File: config.mk
export PLATFORM = sky130hd
export DESIGN_NAME = sram_host_ctrl
export DESIGN_NICKNAME = d
export VERILOG_FILES = /design/src/common/sram_host_pkg.sv /design/src/logic/sram_host_ctrl.sv
export SDC_FILE = /design/constraint.sdc
export NUM_CORES = 1
export LEC_CHECK = 0
export ABC_CLOCK_PERIOD_IN_PS = 5300
export BUFFER_PORTS_ARGS = -buffer_cell sky130_fd_sc_hd__buf_2
export CORE_MARGIN = 2
export CORE_UTILIZATION = 54
export CTS_CLUSTER_DIAMETER = 80
export DETAILED_ROUTE_END_ITERATION = 10
export PLACE_DENSITY = 0.84
export SYNTH_ARGS = -nofsm -noshare
export SYNTH_HDL_FRONTEND = slang
export SYNTH_SLANG_ARGS = --single-unit
File: constraint.sdc
create_clock -name clk_sys -period 5.3 [get_ports clk_sys]
set_clock_uncertainty 0.2 [all_clocks]
set_input_delay 0.795 -clock clk_sys [delete_from_list [all_inputs] [get_ports clk_sys]]
set_output_delay 0.795 -clock clk_sys [all_outputs]
set_load 0.02 [all_outputs]
File: src/common/sram_host_pkg.sv
// Constants and types for the 128K x 32 asynchronous SRAM module host controller
// How it works
// RULE1: The module stores 131,072 random-access words of 32 bits each.
// RULE2: A write happens while write strobe and a lane select are both low.
// RULE3: A read happens with write strobe high, lane select and output drive low.
// RULE4: Module data lines float whenever select or output drive is high.
// RULE5: Four active-low lane selects each enable one byte lane independently.
// RULE6: Both density strap pins are unconnected on the module.
// RULE7: Write is bounded by later assert and earlier deassert of select or strobe.
// RULE8: Address must be valid no later than the last lane select going active.
// RULE9: Address-controlled reads keep selects low and get new data per address.
// RULE10: Low-power module gates strobe, output drive and address while deselected.
// RULE11: The module decodes a 17-bit word address, lowest bit first.
// RULE12: Address and lane selects stay stable while the write strobe is low.
package sram_host_pkg;
    localparam int ADDR_W = 17;
    localparam int DATA_W = 32;
    localparam int LANES = 4;
    localparam int CLK_PERIOD_NS = 40;
    // Slowest speed grade figures
    localparam int T_RC_NS = 35;
    localparam int T_WP_NS = 20;
    localparam int T_AS_NS = 0;
    localparam int T_AH_NS = 0;
    localparam int T_HZ_NS = 15;
    localparam int READ_CYC = (T_RC_NS + CLK_PERIOD_NS - 1) / CLK_PERIOD_NS;
    localparam int WP_CYC = (T_WP_NS + CLK_PERIOD_NS - 1) / CLK_PERIOD_NS;
    localparam int HZ_CYC = (T_HZ_NS + CLK_PERIOD_NS - 1) / CLK_PERIOD_NS;
    localparam int CNT_W = 4;
    localparam logic [CNT_W-1:0] CNT_READ = CNT_W'(READ_CYC);
    localparam logic [CNT_W-1:0] CNT_WP = CNT_W'(WP_CYC);
    localparam logic [CNT_W-1:0] CNT_HZ = CNT_W'(HZ_CYC);
    localparam logic [CNT_W-1:0] CNT_ONE = 4'h1;
    localparam logic [CNT_W-1:0] CNT_ZERO = 4'h0;
    localparam logic [LANES-1:0] LANES_OFF = 4'hF;
    localparam logic [1:0] DENSITY_128K = 2'h3;

    typedef enum logic [4:0] {
        ST_IDLE = 5'b0_0001,
        ST_SETUP = 5'b0_0010,
        ST_WRITE = 5'b0_0100,
        ST_READ = 5'b0_1000,
        ST_TURN = 5'b1_0000
    } state_t;

    typedef struct packed {
        state_t state;
        logic [CNT_W-1:0] cnt;
        logic write;
        logic [ADDR_W-1:0] addr;
        logic [DATA_W-1:0] wdata;
        logic [LANES-1:0] lanesN;
        logic weN;
        logic oeN;
        logic dataOeN;
        logic [DATA_W-1:0] rdata;
        logic rvalid;
        logic densityOk;
    } regs_t;
endpackage : sram_host_pkg

File: src/logic/sram_host_ctrl.sv
// Host controller that drives the 128K x 32 asynchronous SRAM module pins
`timescale 1ns/100ps
module sram_host_ctrl (
    input wire logic clk_sys,
    input wire logic arst_n,
    input wire logic reqValid,
    output logic reqReady,
    input wire logic reqWrite,
    input wire logic [sram_host_pkg::ADDR_W-1:0] reqAddr,
    input wire logic [sram_host_pkg::DATA_W-1:0] reqWdata,
    input wire logic [sram_host_pkg::LANES-1:0] reqByteEn,
    output logic [sram_host_pkg::DATA_W-1:0] rspRdata,
    output logic rspValid,
    output logic densityMatch,
    output logic [sram_host_pkg::ADDR_W-1:0] addr_lines,
    output logic lane0_select_n,
    output logic lane1_select_n,
    output logic lane2_select_n,
    output logic lane3_select_n,
    output logic writeStrobe_n,
    output logic outputDrive_n,
    input wire logic [sram_host_pkg::DATA_W-1:0] dataIn,
    output logic [sram_host_pkg::DATA_W-1:0] dataOut,
    output logic dataOe_n,
    input wire logic density_strap_0,
    input wire logic density_strap_1
);
    import sram_host_pkg::*;

    logic rstSync1_q;
    logic rstSync2_q;
    logic rst_n;
    regs_t r_q;
    regs_t r_d;
    logic [LANES-1:0] reqByteEnHold;
    logic [LANES-1:0] byteEn_q;
    // Pin view of the lane selects, bit i is lane i
    logic [LANES-1:0] selPins_n;

    always_ff @(posedge clk_sys or negedge arst_n) begin
        if (!arst_n) begin
            rstSync1_q <= 1'b0;
            rstSync2_q <= 1'b0;
        end else begin
            rstSync1_q <= 1'b1;
            rstSync2_q <= rstSync1_q;
        end
    end
    assign rst_n = rstSync2_q;

    // Accept only when idle; one access at a time keeps pin timing simple
    assign reqReady = (r_q.state == ST_IDLE);

    always_comb begin
        r_d = r_q;
        r_d.rvalid = 1'b0;
        // Unconnected straps pull high on this density [RULE6]
        r_d.densityOk = ({density_strap_1, density_strap_0} == DENSITY_128K);
        unique case (r_q.state)
            ST_IDLE: begin
                if (reqValid) begin
                    // Address and lanes latched before any select goes low [RULE8] [RULE11]
                    r_d.addr = reqAddr;
                    r_d.wdata = reqWdata;
                    r_d.write = reqWrite;
                    r_d.lanesN = LANES_OFF;
                    r_d.state = ST_SETUP;
                end
            end
            ST_SETUP: begin
                // Selects assert one cycle after address is stable [RULE8] [RULE5]
                r_d.lanesN = r_q.write ? ~reqByteEnHold : LANES_OFF ^ LANES_OFF;
                if (r_q.write) begin
                    r_d.weN = 1'b0;
                    r_d.dataOeN = 1'b0;
                    r_d.cnt = CNT_WP;
                    r_d.state = ST_WRITE;
                end else begin
                    // All lanes read; output drive low with strobe high [RULE3]
                    r_d.oeN = 1'b0;
                    r_d.cnt = CNT_READ;
                    r_d.state = ST_READ;
                end
            end
            ST_WRITE: begin
                // Address and lanes held for the whole strobe-low time [RULE12] [RULE2]
                if (r_q.cnt == CNT_ONE) begin
                    // Strobe rises first, ending the write [RULE7]
                    r_d.weN = 1'b1;
                    r_d.cnt = CNT_HZ;
                    r_d.state = ST_TURN;
                end else begin
                    r_d.cnt = r_q.cnt - CNT_ONE;
                end
            end
            ST_READ: begin
                if (r_q.cnt == CNT_ONE) begin
                    r_d.rdata = dataIn;
                    r_d.rvalid = 1'b1;
                    r_d.oeN = 1'b1;
                    r_d.lanesN = LANES_OFF;
                    r_d.cnt = CNT_HZ;
                    r_d.state = ST_TURN;
                end else begin
                    r_d.cnt = r_q.cnt - CNT_ONE;
                end
            end
            ST_TURN: begin
                // Module floats after deselect before the bus is reused [RULE4]
                r_d.dataOeN = 1'b1;
                r_d.lanesN = LANES_OFF;
                if (r_q.cnt <= CNT_ONE) begin
                    r_d.cnt = CNT_ZERO;
                    r_d.state = ST_IDLE;
                end else begin
                    r_d.cnt = r_q.cnt - CNT_ONE;
                end
            end
            default: r_d.state = ST_IDLE;
        endcase
    end

    // Lane enables captured at the take and held until the next one
    always_ff @(posedge clk_sys or negedge rst_n) begin
        if (!rst_n) begin
            byteEn_q <= LANES_OFF;
        end else if (reqValid && reqReady) begin
            byteEn_q <= reqByteEn;
        end
    end
    assign reqByteEnHold = byteEn_q;

    always_ff @(posedge clk_sys or negedge rst_n) begin
        if (!rst_n) begin
            r_q <= '0;
            r_q.state <= ST_IDLE;
            r_q.lanesN <= LANES_OFF;
            r_q.weN <= 1'b1;
            r_q.oeN <= 1'b1;
            r_q.dataOeN <= 1'b1;
        end else begin
            r_q <= r_d;
        end
    end

    assign addr_lines = r_q.addr;
    assign lane0_select_n = r_q.lanesN[0];
    assign lane1_select_n = r_q.lanesN[1];
    assign lane2_select_n = r_q.lanesN[2];
    assign lane3_select_n = r_q.lanesN[3];
    assign writeStrobe_n = r_q.weN;
    assign outputDrive_n = r_q.oeN;
    assign dataOut = r_q.wdata;
    assign dataOe_n = r_q.dataOeN;
    assign rspRdata = r_q.rdata;
    assign rspValid = r_q.rvalid;
    assign densityMatch = r_q.densityOk;
    assign selPins_n = {lane3_select_n, lane2_select_n, lane1_select_n, lane0_select_n};
endmodule : sram_host_ctrl

==> flow_metrics.env, run 1 <==
export IMPL_leakagePower_nw=3.10
export IMPL_critPathRequiredTime_ps=5340
export IMPL_nNetsFinal=557
export IMPL_synth_area_top_cells="dfrtp_1 46%, mux2_4 22%, buf_4 12%"
export IMPL_r2r_start="r_q[92]$_DFFE_PN0P_"
export IMPL_numCtsBuffers=9
export IMPL_layout_setup_ws_ps=2440
export IMPL_initial_core_util_pct=55.8
export IMPL_clock_latency_ps=360
export IMPL_fillers=705
export IMPL_drtPass1Iterations=4
export IMPL_async_flop_share_pct=100
export IMPL_r2r_setup_slack_ps=2440
export IMPL_pre_cts_ws_ps=2480
export IMPL_port_buffers=181
export IMPL_path_class="register to register"
export IMPL_whs_ps=160
export IMPL_slew_headroom_pct=27.0
export IMPL_synth_top_cell_by_area="dfrtp_1"
export IMPL_start_kind="register"
export IMPL_grt_pass1_wl_um=14500
export IMPL_min_period_ps=2860
export IMPL_outcome="finished, final reports clean"
export IMPL_grt_total_usage_pct=17.9
export IMPL_cts_max_level=3
export IMPL_clk_path_buf_depth=2
export IMPL_cts_tree="yes"
export IMPL_fmax_ghz=0.350
export IMPL_slew_viol_final=0
export IMPL_rows=35
export IMPL_ios=182
export IMPL_ys_seq_elements=106
export IMPL_synth_cells=360
export IMPL_grt_max_degree=56
export IMPL_rsz0062_at_grt="no"
export IMPL_die_area_um2=10300
export IMPL_grt_overflow_total=0
export IMPL_critPathCaptureType="register"
export IMPL_design_area_um2=5730
export IMPL_grt_pass1_vias=2895
export IMPL_reg2regPathDepth=5
export IMPL_gp_congestion=0.937
export IMPL_peakVddDrop_v=0.000471
export IMPL_die_h_um=102
export IMPL_antenna_found_initial=0
export IMPL_syn_cell_area_um2=5150
export IMPL_final_setup_viol_count=0
export IMPL_rr_endpoint="rspRdata[9]$_DFFE_PN0P_"
export IMPL_post_cts_setup_buffers=0
export IMPL_synth_nets=453
export IMPL_worstHoldPathType="register to register"
export IMPL_fin_util_pct=62.0
export IMPL_arrival_ps=2900
export IMPL_root_buffer="clkbuf_8"
export IMPL_chipWidth_um=102
export IMPL_cts_sinks=106
export IMPL_tns_ps=0
export IMPL_dp_hpwl_um=6930
export IMPL_vias=2953
export IMPL_dp_cells=581
export IMPL_wl_um=9350
export IMPL_core_area_um2=9240
export IMPL_worstSetupStartpoint="r_q[92]$_DFFE_PN0P_"
export IMPL_period_share_pct=54.0
export IMPL_cts_resized=0
export IMPL_maxCapViolations=0
export IMPL_vias_per_cell=4.94
export IMPL_ys_warn_count=0
export IMPL_drc=0
export IMPL_cp_max_fo=34
export IMPL_drt_iter0_markers=127
export IMPL_synth_main_ff_cell="dfrtp_1"
export IMPL_total_power_mw=3.69
export IMPL_wire_per_inst_um=15.6
export IMPL_avgSynthCellArea_um2=14.3
export IMPL_syn_to_final_growth_pct=11.2
export IMPL_drive_gt1_share_pct=65.2
export IMPL_hold_violations=0
export IMPL_pwr_density_cell_nw_per_um2=644
export IMPL_placed_area_um2=5530
export IMPL_synth_edf_count=0
export IMPL_final_antenna_net_count=0
export IMPL_antenna_cells=0
export IMPL_yosysSeqAreaShare_pct=51.8
export IMPL_ys_types=44
export IMPL_path_clk_slew_ps=90
export IMPL_finalNonFillerCells=598
export IMPL_cp_endpoint="rspRdata[9]$_DFFE_PN0P_"
export IMPL_synth_top_area_share_pct=45.7
export IMPL_tightest_slew_ps=1090
## synth_stat cells, drive strengths merged, types with 2 or more instances
| library cell | number |
|---|---|
| dfrtp | 94 |
| buf | 89 |
| mux2 | 86 |
| inv | 15 |
| dfstp | 12 |
| a21oi | 9 |
| nand2 | 7 |
| nor2 | 4 |
| nor3 | 4 |
| nor3b | 4 |
| and2 | 3 |
| o21ai | 3 |
| and3b | 2 |
| ha | 2 |
| nand2b | 2 |
| o2bb2ai | 2 |
| o311a | 2 |
## timing repair
action                     4_1_cts  5_1_grt
setup endpoints to repair        0        0
hold endpoints to repair         2        0
hold buffers                     1        0
## worst max-delay path, cell delays in order (launching register included)
cell and delay, ps:
dfrtp_1 410, inv_1 90, ha_1 160, nor3b_2 350, nand3_2 910, mux2_4 620
## registers in the layout, indices dropped and copies added, names as in the netlist
| signal | count |
|---|---|
| r_q | 10 |
| rstSync1_q | 1 |
| byteEn_q | 4 |
| densityMatch | 1 |
| outputDrive_n | 1 |
| selPins_n | 4 |
| dataOe_n | 1 |
| dataOut | 32 |
| addr_lines | 17 |
| rspRdata | 32 |
| rspValid | 1 |
| writeStrobe_n | 1 |
| rstSync2_q | 1 |
## worst min path at each step
stage	to	depth (start not counted)	start	slack [ps]
5_1_grt	rstSync2_q$_DFF_PN0_	0	rstSync1_q$_DFF_PN0_	170
3_5_place_dp	rstSync2_q$_DFF_PN0_	0	rstSync1_q$_DFF_PN0_	140
2_1_floorplan	rstSync2_q$_DFF_PN0_	0	rstSync1_q$_DFF_PN0_	130
4_1_cts	rstSync2_q$_DFF_PN0_	0	rstSync1_q$_DFF_PN0_	160
3_3_place_gp	rstSync2_q$_DFF_PN0_	0	rstSync1_q$_DFF_PN0_	140
6_report	rstSync2_q$_DFF_PN0_	0	rstSync1_q$_DFF_PN0_	160
## cell usage in the layout (no fill, tap or decap), drive strengths merged, types with 2 or more instances in the layout
master,count
nor3,4
nand2b,2
o311a,2
clkinv,2
and2,3
a21oi,9
ha,2
nor2,4
inv,16
o2bb2ai,2
nand2,7
buf,182
clkbuf,12
dfrtp,94
o21ai,3
nor3b,4
dfstp,12
and3b,2
mux2,86
## cell families after synthesis
kind of cell	after synthesis	synth area share [%]
AO/OA/AOI/OAI	25	3.52
XOR/XNOR	2	0.340
adder cells (fa/ha/maj)	2	0.486
buffers and inverters	105	14.7
flip-flops	106	51.8
multiplexers	86	24.4
other	1	0.0728
AND/OR/NAND/NOR	33	4.69
## final cells by class
type                    instances  area, µm²  share of cell area [%]
multi-input cells             149       1730                    30.1
repair buffers                183        923                    16.1
flip-flops and latches        106       2670                    46.6
inverters                      15       56.3                   0.983
clock buffers                  12        155                    2.71
well taps                     129        161                    2.82
clock inverters                 4       33.8                   0.590
## power by group
part	switching (mW)	internal (mW)	total (mW)
clock	0.268	0.201	0.469
combinational	0.884	0.890	1.77
sequential	0.243	1.20	1.45
total	1.39	2.29	3.69
## metal layers
metal  wire length (µm)  GRT usage [%]  part of all wire (%)  vias to the layer above
li1                   -              -                     -                     1343
met4                151           6.44                   1.6                        0
met3                845           5.38                   9.0                       14
met5                  0              0                     0                        -
met1               3930           23.2                    42                     1455
met2               4420           28.4                    47                      141
No activity file was read; power rests on OpenSTA's default activity.
==> inputs of run 2 (changes only) <==
--- a/config.mk
+++ b/config.mk
@@ -5,13 +5,13 @@
 export SDC_FILE = /design/constraint.sdc
 export NUM_CORES = 1
 export LEC_CHECK = 0
-export ABC_CLOCK_PERIOD_IN_PS = 5300
+export ABC_CLOCK_PERIOD_IN_PS = 3000
 export BUFFER_PORTS_ARGS = -buffer_cell sky130_fd_sc_hd__buf_2
 export CORE_MARGIN = 2
-export CORE_UTILIZATION = 54
+export CORE_UTILIZATION = 50
 export CTS_CLUSTER_DIAMETER = 80
 export DETAILED_ROUTE_END_ITERATION = 10
-export PLACE_DENSITY = 0.84
+export PLACE_DENSITY = 0.78
 export SYNTH_ARGS = -nofsm -noshare
 export SYNTH_HDL_FRONTEND = slang
 export SYNTH_SLANG_ARGS = --single-unit
==> constraint.sdc (replaced) <==
create_clock -name clk_sys -period 3 [get_ports clk_sys]
set_clock_uncertainty 0.2 [all_clocks]
set_input_delay 0.45 -clock clk_sys [delete_from_list [all_inputs] [get_ports clk_sys]]
set_output_delay 0.45 -clock clk_sys [all_outputs]
set_load 0.02 [all_outputs]
==> run 2 against run 1 <==
Cell count increased by 1.7%; non-clock buffer count increased by 2; utilization decreased by 5.2 points; register-to-register slack got worse by 1700 ps; critical path type unchanged; largest power group unchanged; first-iteration DRC count decreased by 27%; maximum frequency increased by 27%; wire length increased by 1.6%; sequential share of layout area decreased by 0.48 points.
==> flow_metrics.env, run 2 (synthesis gave the netlist of run 1 again) <==
export IMPL_final_setup_viol_count=0
export IMPL_path_class="register to register"
export IMPL_critPathRequiredTime_ps=3050
export IMPL_slew_headroom_pct=59.0
export IMPL_vias_per_cell=4.81
export IMPL_dp_hpwl_um=6990
export IMPL_path_clk_slew_ps=100
export IMPL_port_buffers=181
export IMPL_placed_area_um2=5580
export IMPL_drt_iter0_markers=93
export IMPL_peakVddDrop_v=0.000477
export IMPL_outcome="finished, final reports clean"
export IMPL_dp_cells=590
export IMPL_syn_to_final_growth_pct=12.3
export IMPL_grt_total_usage_pct=17.4
export IMPL_vias=2923
export IMPL_worstHoldPathType="primary input to register"
export IMPL_cp_max_fo=30
export IMPL_critPathCaptureType="register"
export IMPL_nNetsFinal=559
export IMPL_wl_um=9510
export IMPL_leakagePower_nw=3.12
export IMPL_final_common_cell="buf_2"
export IMPL_die_area_um2=11100
export IMPL_post_cts_setup_buffers=0
export IMPL_numCtsBuffers=9
export IMPL_arrival_ps=2310
export IMPL_maxCapViolations=0
export IMPL_crit_slowest_cell="dfstp_2"
export IMPL_cpPeakStageDelay_ps=600
export IMPL_fmax_ghz=0.444
export IMPL_cp_cell_sequence="nor2b_1, and2_4, nand2_4, buf_12, mux2_4"
export IMPL_finalNonFillerCells=608
export IMPL_rsz0062_at_grt="no"
export IMPL_layout_setup_ws_ps=747
export IMPL_clk_path_buf_depth=2
export IMPL_tns_ps=0
export IMPL_root_buffer="clkbuf_8"
export IMPL_grt_overflow_total=0
export IMPL_drive_gt1_share_pct=65.6
export IMPL_whs_ps=84.1
export IMPL_wire_per_inst_um=15.6
export IMPL_clock_latency_ps=370
export IMPL_total_power_mw=6.55
export IMPL_antenna_found_initial=1
export IMPL_gp_congestion=0.803
export IMPL_cts_sinks=106
export IMPL_pwr_density_cell_nw_per_um2=1130
export IMPL_grt_pass1_vias=3041
export IMPL_die_h_um=106
export IMPL_cts_resized=0
export IMPL_fin_util_pct=56.8
export IMPL_min_period_ps=2250
export IMPL_rows=37
export IMPL_cts_tree="yes"
export IMPL_drc=0
export IMPL_start_kind="register"
export IMPL_design_area_um2=5790
export IMPL_grt_max_degree=59
export IMPL_period_share_pct=75.1
export IMPL_critical_path_top_delay_family="simple AND/OR/NAND/NOR gates"
export IMPL_drtPass1Iterations=4
export IMPL_chipWidth_um=106
export IMPL_hold_violations=0
export IMPL_cts_max_level=3
export IMPL_grt_pass1_wl_um=15200
export IMPL_tightest_slew_ps=615
export IMPL_core_area_um2=10200
export IMPL_final_antenna_net_count=0
export IMPL_cts_hold_fix_buffers=1
export IMPL_ios=182
export IMPL_fillers=866
export IMPL_layout_common_cells="181 x buf_2, 93 x dfrtp_1, 77 x mux2_4"
export IMPL_initial_core_util_pct=50.6
export IMPL_pre_cts_ws_ps=746
export IMPL_crit_buf_inv=1
export IMPL_slew_viol_final=0
-- run 2: changes by cell type in the layout (fill, tap and decap cells not counted) --
cell        before  now
diode_2          0    1
clkbuf_8        11   12
clkbuf_1         1    0
buf_12           0    2
clkinv_4         2    1
clkinvlp_4       1    2
-- run 2: final timing paths --
kind,startpoint,end,slack [ps],cells after the start
max,r_q[95]$_DFFE_PN1P_,dataOut[12]$_DFFE_PN0P_,750,5
min,density_strap_1,densityMatch$_DFF_PN0_,80,2
max reg2reg,r_q[95]$_DFFE_PN1P_,dataOut[12]$_DFFE_PN0P_,750,5
min reg2reg,rstSync2_q$_DFF_PN0_,addr_lines[15]$_DFFE_PN0P_,150,0
max in group asynchronous,rstSync2_q$_DFF_PN0_,dataOe_n$_DFFE_PN1P_,1690,1
min in group asynchronous,rstSync2_q$_DFF_PN0_,addr_lines[15]$_DFFE_PN0P_,150,0
-- run 2: worst reg2reg max path, cell delays in order (launching register included) --
cell	delay (ps)
dfstp_2	600
nor2b_1	230
and2_4	200
nand2_4	260
buf_12	310
mux2_4	330
-- run 2: cell type report --
cell class | count | area, µm² | share of cell area [%]
Tap cell | 136 | 170 | 2.94
Clock buffer | 12 | 165 | 2.85
Inverter | 15 | 56.3 | 0.973
Clock inverter | 4 | 32.5 | 0.562
Timing Repair Buffer | 185 | 963 | 16.6
Antenna cell | 1 | 2.50 | 0.0432
Multi-Input combinational cell | 149 | 1730 | 29.8
Sequential cell | 106 | 2670 | 46.2
-- run 2: metal layers --
metal / up-vias / share of wire, % / track usage [%] / wire length [µm]
met5: - / 0 / 0 / 0
met4: 0 / 1.6 / 6.95 / 150
met3: 11 / 7.7 / 4.33 / 733
met2: 124 / 48 / 28.3 / 4570
met1: 1439 / 43 / 22.3 / 4050
li1: 1349 / - / - / -
-- run 2: report_power, final --
group          total (mW)  internal (mW)  switching (mW)
combinational        3.15           1.57            1.58
clock               0.861          0.375           0.486
sequential           2.54           2.13           0.413
